===== src/hdl/mie_pkg.sv =====
package mie_pkg;
  localparam int DATA_W      = 8;
  localparam int PC_W        = 13;
  localparam int OPC_W       = 5;
  localparam int BIT_SEL_W   = 3;
  localparam int NIB_LIMIT   = 9;
  localparam logic [3:0] NIB_FIX = 4'h6;
  localparam logic [7:0] ZERO_BYTE = 8'h00;
  localparam logic [7:0] RST_ACC = 8'h00;
  localparam logic [12:0] RST_PC = 13'h0000;
  localparam int CYC_SINGLE  = 1;
  localparam int CYC_BRANCH  = 2;

  typedef enum logic [4:0] {
    MIE_OP_NOP        = 5'h00,
    MIE_OP_CALL       = 5'h01,
    MIE_OP_JUMP       = 5'h02,
    MIE_OP_ZERO_FILL  = 5'h03,
    MIE_OP_ZERO_BIT   = 5'h04,
    MIE_OP_WD_CLEAR   = 5'h05,
    MIE_OP_CPL        = 5'h06,
    MIE_OP_CPL_ACC    = 5'h07,
    MIE_OP_DEC_ADJ    = 5'h08,
    MIE_OP_DEC        = 5'h09,
    MIE_OP_DEC_ACC    = 5'h0A,
    MIE_OP_HALT       = 5'h0B,
    MIE_OP_INC        = 5'h0C,
    MIE_OP_INC_ACC    = 5'h0D,
    MIE_OP_MOVE_TO_A  = 5'h0E,
    MIE_OP_MOVE_IMM   = 5'h0F,
    MIE_OP_MOVE_TO_M  = 5'h10
  } mie_op_t;

  typedef enum logic [1:0] {
    MIE_ST_RUN   = 2'b00,
    MIE_ST_DUMMY = 2'b01,
    MIE_ST_HALT  = 2'b10
  } mie_state_t;
endpackage


===== src/hdl/mie_alu.sv =====
`timescale 1ns/10ps
module mie_alu (
  input  wire logic [4:0] i_op,
  input  wire logic [7:0] i_mem,
  input  wire logic [7:0] i_acc,
  input  wire logic [2:0] i_bit,
  input  wire logic       i_carry,
  input  wire logic       i_aux_carry,
  output logic      [7:0] o_result,
  output logic            o_carry
);
  logic [7:0] mask;
  logic [7:0] fix;
  logic [8:0] adj;

  always_comb begin
    mask     = 8'h01 << i_bit;
    fix      = mie_pkg::ZERO_BYTE;
    if ((i_acc[3:0] > 4'(mie_pkg::NIB_LIMIT)) || i_aux_carry) begin
      fix[3:0] = mie_pkg::NIB_FIX;
    end
    if ((i_acc[7:4] > 4'(mie_pkg::NIB_LIMIT)) || i_carry) begin
      fix[7:4] = mie_pkg::NIB_FIX;
    end
    adj      = {1'b0, i_acc} + {1'b0, fix};
    o_carry  = i_carry;
    o_result = i_mem;
    unique case (mie_pkg::mie_op_t'(i_op))
      mie_pkg::MIE_OP_ZERO_FILL: o_result = mie_pkg::ZERO_BYTE;
      mie_pkg::MIE_OP_ZERO_BIT:  o_result = i_mem & ~mask;
      mie_pkg::MIE_OP_CPL,
      mie_pkg::MIE_OP_CPL_ACC:   o_result = ~i_mem;
      mie_pkg::MIE_OP_DEC,
      mie_pkg::MIE_OP_DEC_ACC:   o_result = i_mem - 8'h01;
      mie_pkg::MIE_OP_INC,
      mie_pkg::MIE_OP_INC_ACC:   o_result = i_mem + 8'h01;
      mie_pkg::MIE_OP_MOVE_TO_M: o_result = i_acc;
      mie_pkg::MIE_OP_DEC_ADJ: begin
        o_result = adj[7:0];
        o_carry  = i_carry | adj[8];
      end
      default:                   o_result = i_mem;
    endcase
  end
endmodule


===== src/hdl/mie_core.sv =====
`timescale 1ns/10ps
// Behaviour
// - call pushes pc plus one, loads target
// - call takes two cycles, no flags
// - zero fill writes 00 to byte
// - bit clear zeroes only selected bit
// - watchdog clear clears counter, timeout, powerdown
// - complement inverts memory byte, updates zero
// - complement to acc, memory kept, zero
// - low nibble over 9 or aux adds 6
// - high nibble over 9 or carry adds 6
// - correction 00/06/60/66, only carry changes
// - decrement memory byte, update zero
// - decrement into acc, memory kept, zero
// - halt stops execution, gates clock, retains state
// - halt clears watchdog, prescaler, sets powerdown
// - increment memory byte, update zero
// - increment into acc, memory kept, zero
// - jump loads pc, dummy cycle, no flags
// - move memory to acc, no flags
// - move immediate to acc, no flags
// - move acc to memory, no flags
// - plain ops one cycle, pc writes two
module mie_core #(
  parameter int PC_W = mie_pkg::PC_W
) (
  input  wire logic            i_clock,
  input  wire logic            i_rst_n,
  input  wire logic            i_valid,
  input  wire logic [4:0]      i_op,
  input  wire logic [7:0]      i_mem_rdata,
  input  wire logic [7:0]      i_imm,
  input  wire logic [2:0]      i_bit,
  input  wire logic [PC_W-1:0] i_target,
  input  wire logic [PC_W-1:0] i_pc,
  input  wire logic            i_carry,
  input  wire logic            i_aux_carry,
  input  wire logic            i_wake,
  output logic                 o_ready,
  output logic [7:0]           o_work_accumulator,
  output logic                 o_mem_we,
  output logic [7:0]           o_mem_wdata,
  output logic                 o_zero_we,
  output logic                 o_zero_flag,
  output logic                 o_carry_we,
  output logic                 o_carry_flag,
  output logic                 o_pc_load,
  output logic [PC_W-1:0]      o_pc_next,
  output logic                 o_stack_push,
  output logic [PC_W-1:0]      o_stack_data,
  output logic                 o_watchdog_clear,
  output logic                 o_prescaler_clear,
  output logic                 o_timeout_flag,
  output logic                 o_powerdown_flag,
  output logic                 o_clock_gate_off
);
  ////////////////////////////////////////////////////////////////////////////
  mie_pkg::mie_state_t state;
  mie_pkg::mie_state_t next_state;
  mie_pkg::mie_op_t    op;
  logic [7:0]          result;
  logic                carry_out;
  logic                take;
  logic [7:0]          next_acc;
  logic                acc_we;
  logic                mem_we;
  logic                zero_we;

  assign op   = mie_pkg::mie_op_t'(i_op);
  assign take = i_valid && (state == mie_pkg::MIE_ST_RUN);

  mie_alu u_alu (
    .i_op        (i_op),
    .i_mem       (i_mem_rdata),
    .i_acc       (o_work_accumulator),
    .i_bit       (i_bit),
    .i_carry     (i_carry),
    .i_aux_carry (i_aux_carry),
    .o_result    (result),
    .o_carry     (carry_out)
  );

  ////////////////////////////////////////////////////////////////////////////
  always_comb begin
    acc_we   = 1'b0;
    mem_we   = 1'b0;
    zero_we  = 1'b0;
    next_acc = o_work_accumulator;
    unique case (op)
      mie_pkg::MIE_OP_ZERO_FILL,
      mie_pkg::MIE_OP_ZERO_BIT,
      mie_pkg::MIE_OP_MOVE_TO_M: mem_we = 1'b1;
      mie_pkg::MIE_OP_DEC_ADJ:   mem_we = 1'b1;
      mie_pkg::MIE_OP_CPL,
      mie_pkg::MIE_OP_DEC,
      mie_pkg::MIE_OP_INC: begin
        mem_we  = 1'b1;
        zero_we = 1'b1;
      end
      mie_pkg::MIE_OP_CPL_ACC,
      mie_pkg::MIE_OP_DEC_ACC,
      mie_pkg::MIE_OP_INC_ACC: begin
        acc_we   = 1'b1;
        zero_we  = 1'b1;
        next_acc = result;
      end
      mie_pkg::MIE_OP_MOVE_TO_A: begin
        acc_we   = 1'b1;
        next_acc = i_mem_rdata;
      end
      mie_pkg::MIE_OP_MOVE_IMM: begin
        acc_we   = 1'b1;
        next_acc = i_imm;
      end
      default: begin
        acc_we   = 1'b0;
      end
    endcase
  end

  ////////////////////////////////////////////////////////////////////////////
  always_comb begin
    next_state = state;
    unique case (state)
      mie_pkg::MIE_ST_RUN: begin
        if (take && (op == mie_pkg::MIE_OP_CALL || op == mie_pkg::MIE_OP_JUMP)) begin
          next_state = mie_pkg::MIE_ST_DUMMY;
        end else if (take && op == mie_pkg::MIE_OP_HALT) begin
          next_state = mie_pkg::MIE_ST_HALT;
        end
      end
      mie_pkg::MIE_ST_DUMMY: next_state = mie_pkg::MIE_ST_RUN;
      mie_pkg::MIE_ST_HALT: begin
        if (i_wake) begin
          next_state = mie_pkg::MIE_ST_RUN;
        end
      end
      default: next_state = mie_pkg::MIE_ST_RUN;
    endcase
  end

  always_ff @(posedge i_clock) begin
    if (!i_rst_n) begin
      state <= mie_pkg::MIE_ST_RUN;
    end else begin
      state <= next_state;
    end
  end

  always_ff @(posedge i_clock) begin
    if (!i_rst_n) begin
      o_ready          <= 1'b0;
      o_clock_gate_off <= 1'b0;
    end else begin
      o_ready          <= (next_state == mie_pkg::MIE_ST_RUN);
      o_clock_gate_off <= (next_state == mie_pkg::MIE_ST_HALT);
    end
  end

  ////////////////////////////////////////////////////////////////////////////
  always_ff @(posedge i_clock) begin
    if (!i_rst_n) begin
      o_work_accumulator <= mie_pkg::RST_ACC;
    end else if (take && acc_we) begin
      o_work_accumulator <= next_acc;
    end
  end

  always_ff @(posedge i_clock) begin
    if (!i_rst_n) begin
      o_mem_we    <= 1'b0;
      o_mem_wdata <= mie_pkg::ZERO_BYTE;
    end else begin
      o_mem_we    <= take && mem_we;
      if (take && mem_we) begin
        o_mem_wdata <= result;
      end
    end
  end

  always_ff @(posedge i_clock) begin
    if (!i_rst_n) begin
      o_zero_we    <= 1'b0;
      o_zero_flag  <= 1'b0;
      o_carry_we   <= 1'b0;
      o_carry_flag <= 1'b0;
    end else begin
      o_zero_we    <= take && zero_we;
      o_carry_we   <= take && (op == mie_pkg::MIE_OP_DEC_ADJ);
      if (take && zero_we) begin
        o_zero_flag <= (result == mie_pkg::ZERO_BYTE);
      end
      if (take && op == mie_pkg::MIE_OP_DEC_ADJ) begin
        o_carry_flag <= carry_out;
      end
    end
  end

  ////////////////////////////////////////////////////////////////////////////
  always_ff @(posedge i_clock) begin
    if (!i_rst_n) begin
      o_pc_load    <= 1'b0;
      o_pc_next    <= mie_pkg::RST_PC[PC_W-1:0];
      o_stack_push <= 1'b0;
      o_stack_data <= mie_pkg::RST_PC[PC_W-1:0];
    end else begin
      o_pc_load    <= take && (op == mie_pkg::MIE_OP_CALL || op == mie_pkg::MIE_OP_JUMP);
      o_stack_push <= take && (op == mie_pkg::MIE_OP_CALL);
      if (take && (op == mie_pkg::MIE_OP_CALL || op == mie_pkg::MIE_OP_JUMP)) begin
        o_pc_next <= i_target;
      end
      if (take && op == mie_pkg::MIE_OP_CALL) begin
        o_stack_data <= i_pc + PC_W'(1);
      end
    end
  end

  ////////////////////////////////////////////////////////////////////////////
  always_ff @(posedge i_clock) begin
    if (!i_rst_n) begin
      o_watchdog_clear  <= 1'b0;
      o_prescaler_clear <= 1'b0;
      o_timeout_flag    <= 1'b0;
      o_powerdown_flag  <= 1'b0;
    end else begin
      o_watchdog_clear  <= take && (op == mie_pkg::MIE_OP_WD_CLEAR || op == mie_pkg::MIE_OP_HALT);
      o_prescaler_clear <= take && (op == mie_pkg::MIE_OP_HALT);
      if (take && op == mie_pkg::MIE_OP_WD_CLEAR) begin
        o_timeout_flag   <= 1'b0;
        o_powerdown_flag <= 1'b0;
      end else if (take && op == mie_pkg::MIE_OP_HALT) begin
        o_timeout_flag   <= 1'b0;
        o_powerdown_flag <= 1'b1;
      end
    end
  end
endmodule


===== config.mk =====
export PLATFORM = sky130hd
export DESIGN_NAME = mie_core
export DESIGN_NICKNAME = d
export VERILOG_FILES = /design/src/hdl/mie_pkg.sv /design/src/hdl/mie_alu.sv /design/src/hdl/mie_core.sv
export SDC_FILE = /design/constraint.sdc
export NUM_CORES = 1
export LEC_CHECK = 0
export ABC_AREA = 1
export BUFFER_PORTS_ARGS = -buffer_cell sky130_fd_sc_hd__buf_4
export CORE_MARGIN = 2
export CORE_UTILIZATION = 30
export DETAILED_ROUTE_END_ITERATION = 6
export GPL_ROUTABILITY_DRIVEN = 0
export PLACE_DENSITY_LB_ADDON = 0.08
export SKIP_CTS_REPAIR_TIMING = 1
export SLEW_MARGIN = 20
export SYNTH_ARGS = -nofsm -noshare
export SYNTH_HDL_FRONTEND = slang
export SYNTH_HIERARCHICAL = 1
export SYNTH_SLANG_ARGS = --single-unit

===== constraint.sdc =====
create_clock -name i_clock -period 2.7 [get_ports i_clock]
set_input_delay 0.135 -clock i_clock [delete_from_list [all_inputs] [get_ports i_clock]]
set_output_delay 0.135 -clock i_clock [all_outputs]
set_load 0.01 [all_outputs]

==> metrics, run 1 <==
area grow syn2layout 30.56%; vias in the first global route ~4,000; CTS tree built; critical path's most frequent cell nand2_1; Post-layout nets between 700 and 800; Clock Tree Buf Depth 2; Final Hold Viols 0; Pleak between 2 and 2.5 nW; clock sink count between 50 and 60; Yosys reg bits between 50 and 60; hpwl dp 9.001 mm; Max-cap violations 0; Diodes inserted 0; critical path peak fanout 5; WS Path Type flop to flop; number of port buffers 109; Worst Hold Class primary input to flop; Critical Path Max Stage Delay 0.35 ns; delay-heaviest family, CP simple AND/OR/NAND/NOR gates; Filler cells 1,364; Slew Limit Fails 0; largest net degree at the start of global routing 36; outcome completed; Slew HR 0.4756; DR pass1 iterations 4; post-synthesis cell count 597; All-Layer GR Usage 0.1747; Reg clk slew, reported paths ~0.08 ns; register area share after synthesis 0.2996; Worst Skew ~0.0069 ns; CP Cell Sequence o21ai_0, nand2_1, buf_4, ha_1, nand2_1, nand2_1, nand3_2, nand2_1, nand2_1, nand3_1, nand3_1, nor2_1, nor2_1, nor4_1, nand2_1, nand3_1, nand2_1, nor2_1; Initial Utilization 0.3090; Setup-failing EPs final 0; fin crit share 0.9136; Initial DRC Count 170; most frequent cells in the layout nand2_1, buf_4, nor2_1; Power Density between 400 and 500 nW/um^2; Placed Area 4720 sq um; I/O pin count approximately 110; DRT antenna net count 0; worst-margin pin slew ~0.79 ns; Via density 4.714; Design Area, Final between 4000 and 5000 sq um; drt drc 0; worst skew pair latency about 0.3 ns; fmax 0.4054 GHz; Root Buffer clkbuf_16; WL per Instance around 13 um; Worst VDD drop 258.6 uV; commonest non-fill, non-tap cell in the layout nand2_1; WP data arrival ~2.7 ns; crit path capture type flop; Synth Net Count ~670; Crit path buffers/inverters 1; Ys Warns 6; type of origin of the critical path flop; FP Rows 40; initial antenna violation count 0; Inserted Clock Buffers 5; H-tree levels 2; via count 4,120; proportion of layout cells with a drive suffix above 1 0.2337; final wirelength between 10 and 15 mm; Synth cell types 40; Core Region roughly 12,000 sq um; crit path time final roughly 2.5 ns; CP max stage cell dfxtp_1; Overflow after GRT 0; internal reg-to-reg setup slack between 0.2 and 0.25 ns; Die H ~120 um; first-pass GRT wire length 18.64 mm; Mapped Area 3742 sq um; Die W between 100 and 150 um; Worst Path Required around 2.9 ns; die area 13,380 sq um; synthesized area per cell about 6.3 sq um; setup TNS 0 ns
-- metrics by stage --
step                      utilization  total power, W  cells  setup WS, ns  hold slack (ns)
after CTS                      0.4014        0.002009    873       0.09074         0.008801
final                          0.4034        0.001982    874        0.2334          0.01958
after detailed placement       0.3897        0.001329    865        0.1044           0.3269
after global placement         0.3897        0.001325    865        0.1930           0.3222
after global routing           0.4034        0.002100    874      -0.01586          0.01711
after floorplan                     -        0.001146    597        0.3299           0.2248
-- registers in the layout, indices dropped and copies added, names as in the netlist, 2 cells and up --
register            cells
o_work_accumulator      8
o_pc_next              13
o_mem_wdata             8
state                   2
o_stack_data           13
-- cell type report --
cell class | count | area [sq um] | share of cell area
Multi-Input combinational cell | 454 | 2270 | 0.4645
Clock inverter | 2 | 13.76 | 0.002817
Timing Repair Buffer | 115 | 863.3 | 0.1767
Tap cell | 168 | 210.2 | 0.04302
Clock buffer | 6 | 128.9 | 0.02638
Inverter | 73 | 279.0 | 0.05711
Sequential cell | 56 | 1121 | 0.2295
-- synth_stat cells (all sizes together) --
| cell type | instances | area share |
|---|---|---|
| nand2 | 187 | 0.20 |
| buf | 10 | 0.020 |
| nor3b | 2 | 0.0040 |
| o211ai | 3 | 0.0060 |
| conb | 1 | 0.0010 |
| clkbuf | 4 | 0.0040 |
| xor2 | 4 | 0.0094 |
| inv | 71 | 0.073 |
| o21ai | 23 | 0.034 |
| nor3 | 3 | 0.0070 |
| a31oi | 3 | 0.0050 |
| o31ai | 2 | 0.0040 |
| a21oi | 37 | 0.051 |
| clkinv | 2 | 0.0020 |
| nand3 | 69 | 0.10 |
| or2 | 2 | 0.0033 |
| nor2 | 90 | 0.11 |
| xnor2 | 4 | 0.0094 |
| nand4 | 6 | 0.010 |
| dfxtp | 56 | 0.30 |
| o21bai | 1 | 0.0020 |
| nor4 | 3 | 0.0050 |
| ha | 11 | 0.037 |
| fa | 2 | 0.011 |
| o22ai | 1 | 0.0017 |
-- kinds of logic (layout without fill, tap and decap cells) --
kind of cell	Yosys count	after routing	synth area share
fa+ha+maj	13	13	0.04748
xor+xnor	8	8	0.01872
simple gates	362	362	0.4310
flops	56	56	0.2996
buf+inv	87	196	0.09829
compound gates	70	70	0.1040
other cells	1	1	0.001002
-- power breakdown --
group	internal (W)	switching [W]	leakage (nW)	total (W)
clock network	0.000348	0.000322	0.0712	0.000669
registers	0.000847	0.0000136	0.454	0.000861
logic	0.000183	0.000268	1.94	0.000452
total	0.00138	0.000604	2.46	0.00198
-- worst register-to-register path, cell delays in order, from the launching register on --
cell and delay [ns]:
dfxtp_1 0.35, o21ai_0 0.15, nand2_1 0.13, buf_4 0.15
ha_1 0.27, nand2_1 0.06, nand2_1 0.14, nand3_2 0.11
nand2_1 0.09, nand2_1 0.05, nand3_1 0.06, nand3_1 0.06
nor2_1 0.11, nor2_1 0.08, nor4_1 0.26, nand2_1 0.08
nand3_1 0.08, nand2_1 0.05, nor2_1 0.10
-- worst paths after layout --
path / start / end / depth (start not counted)
setup / recovery: o_work_accumulator[1] / o_zero_flag / 18
hold / removal: i_target[10] / o_pc_next[10] / 3
setup reg to reg: o_work_accumulator[1] / o_zero_flag / 18
hold reg to reg: o_pc_next[9] / o_pc_next[9] / 2
-- layer usage --
metal,vias to the layer above,track usage,share of wire
met5,-,0,0
met4,0,0.04762,0.018
met3,14,0.05021,0.068
met2,106,0.3025,0.48
met1,1887,0.2122,0.43
li1,2113,-,-
(Power assumes the default switching activity.)
==> inputs of run 2 (changes only) <==
--- a/config.mk
+++ b/config.mk
@@ -7,8 +7,10 @@
 export LEC_CHECK = 0
 export ABC_AREA = 1
 export BUFFER_PORTS_ARGS = -buffer_cell sky130_fd_sc_hd__buf_4
+export CELL_PAD_IN_SITES_DETAIL_PLACEMENT = 1
+export CELL_PAD_IN_SITES_GLOBAL_PLACEMENT = 2
 export CORE_MARGIN = 2
-export CORE_UTILIZATION = 30
+export CORE_UTILIZATION = 27
 export DETAILED_ROUTE_END_ITERATION = 6
 export GPL_ROUTABILITY_DRIVEN = 0
 export PLACE_DENSITY_LB_ADDON = 0.08
@@ -18,3 +20,4 @@
 export SYNTH_HDL_FRONTEND = slang
 export SYNTH_HIERARCHICAL = 1
 export SYNTH_SLANG_ARGS = --single-unit
+export TNS_END_PERCENT = 20
==> metrics, run 2 (synthesis gave the netlist of run 1 again) <==
min-delay src i_target[8]; Die H 121.7 um (+5.2%); most frequent cells in the layout nand2_1, buf_4, nor2_1; post-route setup slack 0.3099 ns (+0.07650 ns); critical path launch point o_work_accumulator[1]; final std cells w/o fill 888 (+1.6%); Inserted Clock Buffers 5 (unchanged); area grow syn2layout 32.00%; Root Buffer clkbuf_16; setup TNS 0 ns (unchanged); crit path capture type flop; Final Hold Viols 0 (unchanged); DR pass1 iterations 4 (unchanged); critical path's most frequent cell nand2_1; Pleak 2.483 nW (+0.76%); via count 4,096 (-0.58%); pre-CTS WS 0.04145 ns (-0.06296 ns); Via density 4.613 (-2.1%); FP Rows 43 (+7.5%); critical path peak fanout 5 (unchanged); Diodes inserted 0 (unchanged); RSZ-0062 raised after global routing no; total chip power 0.002090 W (+5.5%); Max-cap violations 0 (unchanged); fmax 0.4184 GHz (+3.2%); worst-margin pin slew 0.8107 ns (+0.02503 ns); Initial DRC Count 158 (-7.1%); Slew HR 0.4589 (-0.01671); Critical Path Max Stage Delay 0.37 ns (+0.02 ns); Overflow after GRT 0 (unchanged); Worst Skew 0.008300 ns (+0.001430 ns); Die W 121.7 um (+5.2%); clock sink count 56 (unchanged); first-pass GRT wire length 20.93 mm (+12%); outcome completed; Initial Utilization 0.2728 (-0.03621); initial antenna violation count 0 (unchanged); Worst Path Required 2.95 ns (about the same); vias in the first global route 4,188 (+4.2%); die area 14,820 sq um (+11%); largest net degree at the start of global routing 36 (unchanged); final wirelength 12.85 mm (+12%); Setup-failing EPs final 0 (unchanged); WP data arrival 2.64 ns (-0.06 ns); WL per Instance 14.47 um (+10%); Worst Hold Class primary input to flop; type of origin of the critical path flop; worst skew pair latency 0.31 ns (about the same); CP max stage cell fa_2; crit path time final 2.390 ns (-0.07650 ns); Reg clk slew, reported paths 0.08 ns (about the same); hpwl dp 10.45 mm (+16%); All-Layer GR Usage 0.1799 (+0.005215); utilization after layout 0.3601 (-0.04335); Clock Tree Buf Depth 2 (unchanged); CTS tree built; RR Startpoint o_work_accumulator[1]; WS Path Type flop to flop; CP Cell Sequence o21ai_1, nand2_1, ha_2, fa_2, or2_2, nand3_1, o211ai_1, nor2_1, nand2_1, nor4_1, nand2_1, nand3_1, nand2_1, nor2_1; drt drc 0 (unchanged); Crit path buffers/inverters 0 (-1); Core Region 13,720 sq um (+13%); number of port buffers 109 (unchanged); DRT antenna net count 0 (unchanged); Power Density 423.1 nW/um^2 (+4.3%); commonest non-fill, non-tap cell in the layout nand2_1; fin crit share 0.8852 (-0.02833); placed cells 879 (+1.6%); Worst VDD drop 421.7 uV (+63%); H-tree levels 2 (unchanged); I/O pin count 111 (unchanged); proportion of layout cells with a drive suffix above 1 0.2373 (+0.003577); Slew Limit Fails 0 (unchanged); Post-layout nets 776 (+0.26%); largest registers o_pc_next x13, o_stack_data x13; delay-heaviest family, CP simple AND/OR/NAND/NOR gates
==> run 2: changes by cell type in the layout (fill, tap and decap cells not counted), sizes merged <==
cell	before	now
clkinv	3	2
buf	115	117
bufinv	0	1
==> run 2: cell type report <==
cell class,instances,area [sq um]
fillers,1800,8780
multi-input cells,454,2267
flip-flops and latches,56,1122
repair buffers,117,878.3
inverters,73,279.0
well taps,180,225.2
clock buffers,6,128.9
clock inverters,2,38.79
==> run 2: per-layer routing <==
metal  vias up  global-route usage  wire length, um
met2        85              0.3157             6247
met4         0             0.04741              164
met3        11             0.04963              795
met1      1878              0.2164             5644
met5         -                   0                0
li1       2122                   -                -
==> run 2: worst register-to-register path, delay by kind of cell (launching register included) <==
| family | cells | cell delay [ns] |
|---|---|---|
| AOI/OAI and AO/OA | 2 | 0.21 |
| adders and majority gates | 2 | 0.57 |
| DFF | 1 | 0.35 |
| and+or+nand+nor | 10 | 1.22 |
==> run 2: through the flow <==
step | instance area, sq um | hold WS, ns
floorplan | 3742 | 0.2248
global placement | 4750 | 0.3220
detailed placement | 4750 | 0.3326
CTS | 4917 | -0.001453
global route | 4940 | 0.006126
finish | 4940 | 0.008979
==> run 2: worst paths after layout <==
kind         depth (start not counted)  slack, ns           end
min                                  3      0.009  o_pc_next[8]
max                                 14       0.31   o_zero_flag
max reg2reg                         14       0.31   o_zero_flag
min reg2reg                          2       0.47  o_pc_next[6]
==> run 2: power by group <==
group / total (W) / switching [W] / internal [W]
logic: 0.000463 / 0.000279 / 0.000185
registers: 0.000861 / 0.0000135 / 0.000847
clock network: 0.000766 / 0.000323 / 0.000443
total: 0.00209 / 0.000615 / 0.00147
==> inputs of run 3 (changes only) <==
--- a/config.mk
+++ b/config.mk
@@ -10,7 +10,7 @@
 export CELL_PAD_IN_SITES_DETAIL_PLACEMENT = 1
 export CELL_PAD_IN_SITES_GLOBAL_PLACEMENT = 2
 export CORE_MARGIN = 2
-export CORE_UTILIZATION = 27
+export CORE_UTILIZATION = 26
 export DETAILED_ROUTE_END_ITERATION = 6
 export GPL_ROUTABILITY_DRIVEN = 0
 export PLACE_DENSITY_LB_ADDON = 0.08
@@ -18,6 +18,5 @@
 export SLEW_MARGIN = 20
 export SYNTH_ARGS = -nofsm -noshare
 export SYNTH_HDL_FRONTEND = slang
-export SYNTH_HIERARCHICAL = 1
 export SYNTH_SLANG_ARGS = --single-unit
 export TNS_END_PERCENT = 20
==> metrics, run 3 <==
All-Layer GR Usage 0.1922 (+0.01233); fin crit share 0.9259 (+0.04063); Root Buffer clkbuf_16; worst skew pair latency 0.30 ns (about the same); Worst Skew 0.004876 ns (-0.003424 ns); fmax 0.4000 GHz (-4.4%); drt drc 0 (unchanged); Ys Warns 0 (-6); Die H 118.6 um (-2.6%); top-area cell type share of the netlist area 0.3284 (+0.02888); Worst Hold Class primary input to flop; Synth cell types 40 (unchanged); setup TNS 0 ns (unchanged); DRT antenna net count 0 (unchanged); crit path capture type flop; area leader, netlist dfxtp_1; leading cell types by count after synthesis nand2_1, nor2_1, nand3_1, dfxtp_1, inv_1; I/O pin count 111 (unchanged); vias in the first global route 3,940 (-5.9%); CTS tree built; critical path launch point o_work_accumulator[2]; Yosys reg bits 56 (unchanged); via count 3,902 (-4.7%); Reg area 1124 sq um (+0.11%); critical path peak fanout 4 (-1); Initial DRC Count 137 (-13%); RSZ-0062 raised after global routing no; DR pass1 iterations 4 (unchanged); WL per Instance 16.42 um (+13%); proportion of layout cells with a drive suffix above 1 0.2441 (+0.006843); Slew HR 0.5541 (+0.09521); ranking of synthesized cells by area dfxtp_1, nand2_1, nand3_1; Filler cells 1,704 (-5.3%); internal reg-to-reg setup slack 0.20 ns (-0.11 ns); crit path time final 2.500 ns (+0.1097 ns); clock sink count 56 (unchanged); Die W 118.6 um (-2.6%); Final Hold Viols 0 (unchanged); FP Rows 41 (-4.7%); largest net degree at the start of global routing 43 (+19%); Via density 4.811 (+4.3%); Power Density 440.7 nW/um^2 (+4.2%); post-synthesis cell count 528 (-12%); commonest non-fill, non-tap cell in the layout nand2_1; die area 14,060 sq um (-5.1%); Clock Tree Buf Depth 2 (unchanged); WS Path Type flop to flop; RR Startpoint o_work_accumulator[2]; area grow syn2layout 35.45%; Synth Net Count 591 (-11%); most frequent cells in the layout nand2_1, buf_4, nor2_1; number of port buffers 109 (unchanged); synthesized area per cell 6.465 sq um (+3.1%); Reg clk slew, reported paths 0.07 ns (about the same); Mapped Area 3413 sq um (-8.8%); Diodes inserted 0 (unchanged); final wirelength 13.31 mm (+3.6%); Primary FF master, synth dfxtp_1; register area share after synthesis 0.3284 (+0.02888); Overflow after GRT 0 (unchanged); Core Region 12,720 sq um (-7.3%); Inserted Clock Buffers 5 (unchanged); first-pass GRT wire length 21.70 mm (+3.7%); Setup-failing EPs final 0 (unchanged); Max-cap violations 0 (unchanged); Worst VDD drop 269.0 uV (-36%); total chip power 0.002038 W (-2.5%); Initial Utilization 0.2683 (-0.004484); initial antenna violation count 0 (unchanged); multi-input logic area 2021 sq um (-11%); WP data arrival 2.66 ns (+0.02 ns); min-delay src i_target[4]; H-tree levels 2 (unchanged); share of flip-flops with an asynchronous set or reset 0 (unchanged); most instantiated library cell after synthesis nand2_1; worst-margin pin slew 0.6681 ns (-0.1427 ns); Worst Path Required 2.86 ns (-0.09 ns); outcome completed; Slew Limit Fails 0 (unchanged); hpwl dp 10.58 mm (+1.3%); Post-synth EDFFs 0 (unchanged); type of origin of the critical path flop; largest registers o_pc_next x13, o_stack_data x13; Pleak 2.303 nW (-7.2%); Post-layout nets 701 (-9.7%)
## run 3: where the power goes
group	leakage (nW)	internal [W]	total, W	switching, W
clock	0.0815	0.000443	0.000756	0.000313
combinational	1.77	0.000163	0.000419	0.000255
sequential	0.455	0.000848	0.000863	0.0000152
## run 3: cell type report
type	instances	area share
Timing Repair Buffer	117	0.1900
Multi-Input combinational cell	400	0.4371
Sequential cell	56	0.2430
Inverter	58	0.04709
Tap cell	172	0.04655
Clock buffer	6	0.02788
Clock inverter	2	0.008390
## run 3: routing by layer
layer | vias to the layer above | part of all wire | track usage
li1 | 1963 | - | -
met1 | 1860 | 0.50 | 0.2739
met2 | 72 | 0.44 | 0.3017
met3 | 7 | 0.052 | 0.04199
met4 | 0 | 0.0059 | 0.02902
met5 | - | 0 | 0
## run 3: worst max-delay path, stage by stage (launching register included)
cell     delay (ns)
dfxtp_2        0.37
inv_2          0.07
a21oi_2        0.14
nor2_2         0.06
inv_1          0.08
ha_1           0.18
inv_1          0.07
fa_2           0.36
nor2_2         0.14
nand2_1        0.09
nand2_1        0.06
a21oi_1        0.07
xor2_1         0.14
nor2_1         0.10
nor2_1         0.05
nand2_1        0.08
nand2_1        0.09
nand2_1        0.07
inv_1          0.04
nand2_1        0.07
a21oi_2        0.05
## run 3: cells by family (layout without fill, tap and decap cells)
group / Yosys count / count (layout) / share of synthesized area
buffers and inverters: 72 / 183 / 0.08395
other: 1 / 1 / 0.001099
AND/OR/NAND/NOR: 286 / 286 / 0.3710
adder cells (fa/ha/maj): 7 / 7 / 0.02786
flip-flops: 56 / 56 / 0.3284
AO/OA/AOI/OAI: 94 / 94 / 0.1569
XOR/XNOR: 12 / 12 / 0.03079
## run 3: path summary, 6_finish.rpt
| path | end | cells past startpoint |
|---|---|---|
| worst max-delay path | o_zero_flag | 20 |
| worst min-delay path | o_pc_next[4] | 3 |
| worst max register to register | o_zero_flag | 20 |
| worst min register to register | o_pc_next[3] | 2 |
## run 3: through the flow
| stage | hold WS, ns | area (sq um) | util | worst slack [ns] | instances |
|---|---|---|---|---|---|
| floorplan | 0.2250 | 3413 | - | 0.1948 | 528 |
| global placement | 0.3218 | 4438 | 0.3488 | 0.2080 | 803 |
| detailed placement | 0.3305 | 4438 | 0.3488 | 0.04811 | 803 |
| CTS | 0.01780 | 4606 | 0.3620 | 0.01024 | 811 |
| global route | 0.01704 | 4623 | 0.3634 | 0.008783 | 811 |
| finish | 0.02235 | 4623 | 0.3634 | 0.2002 | 811 |
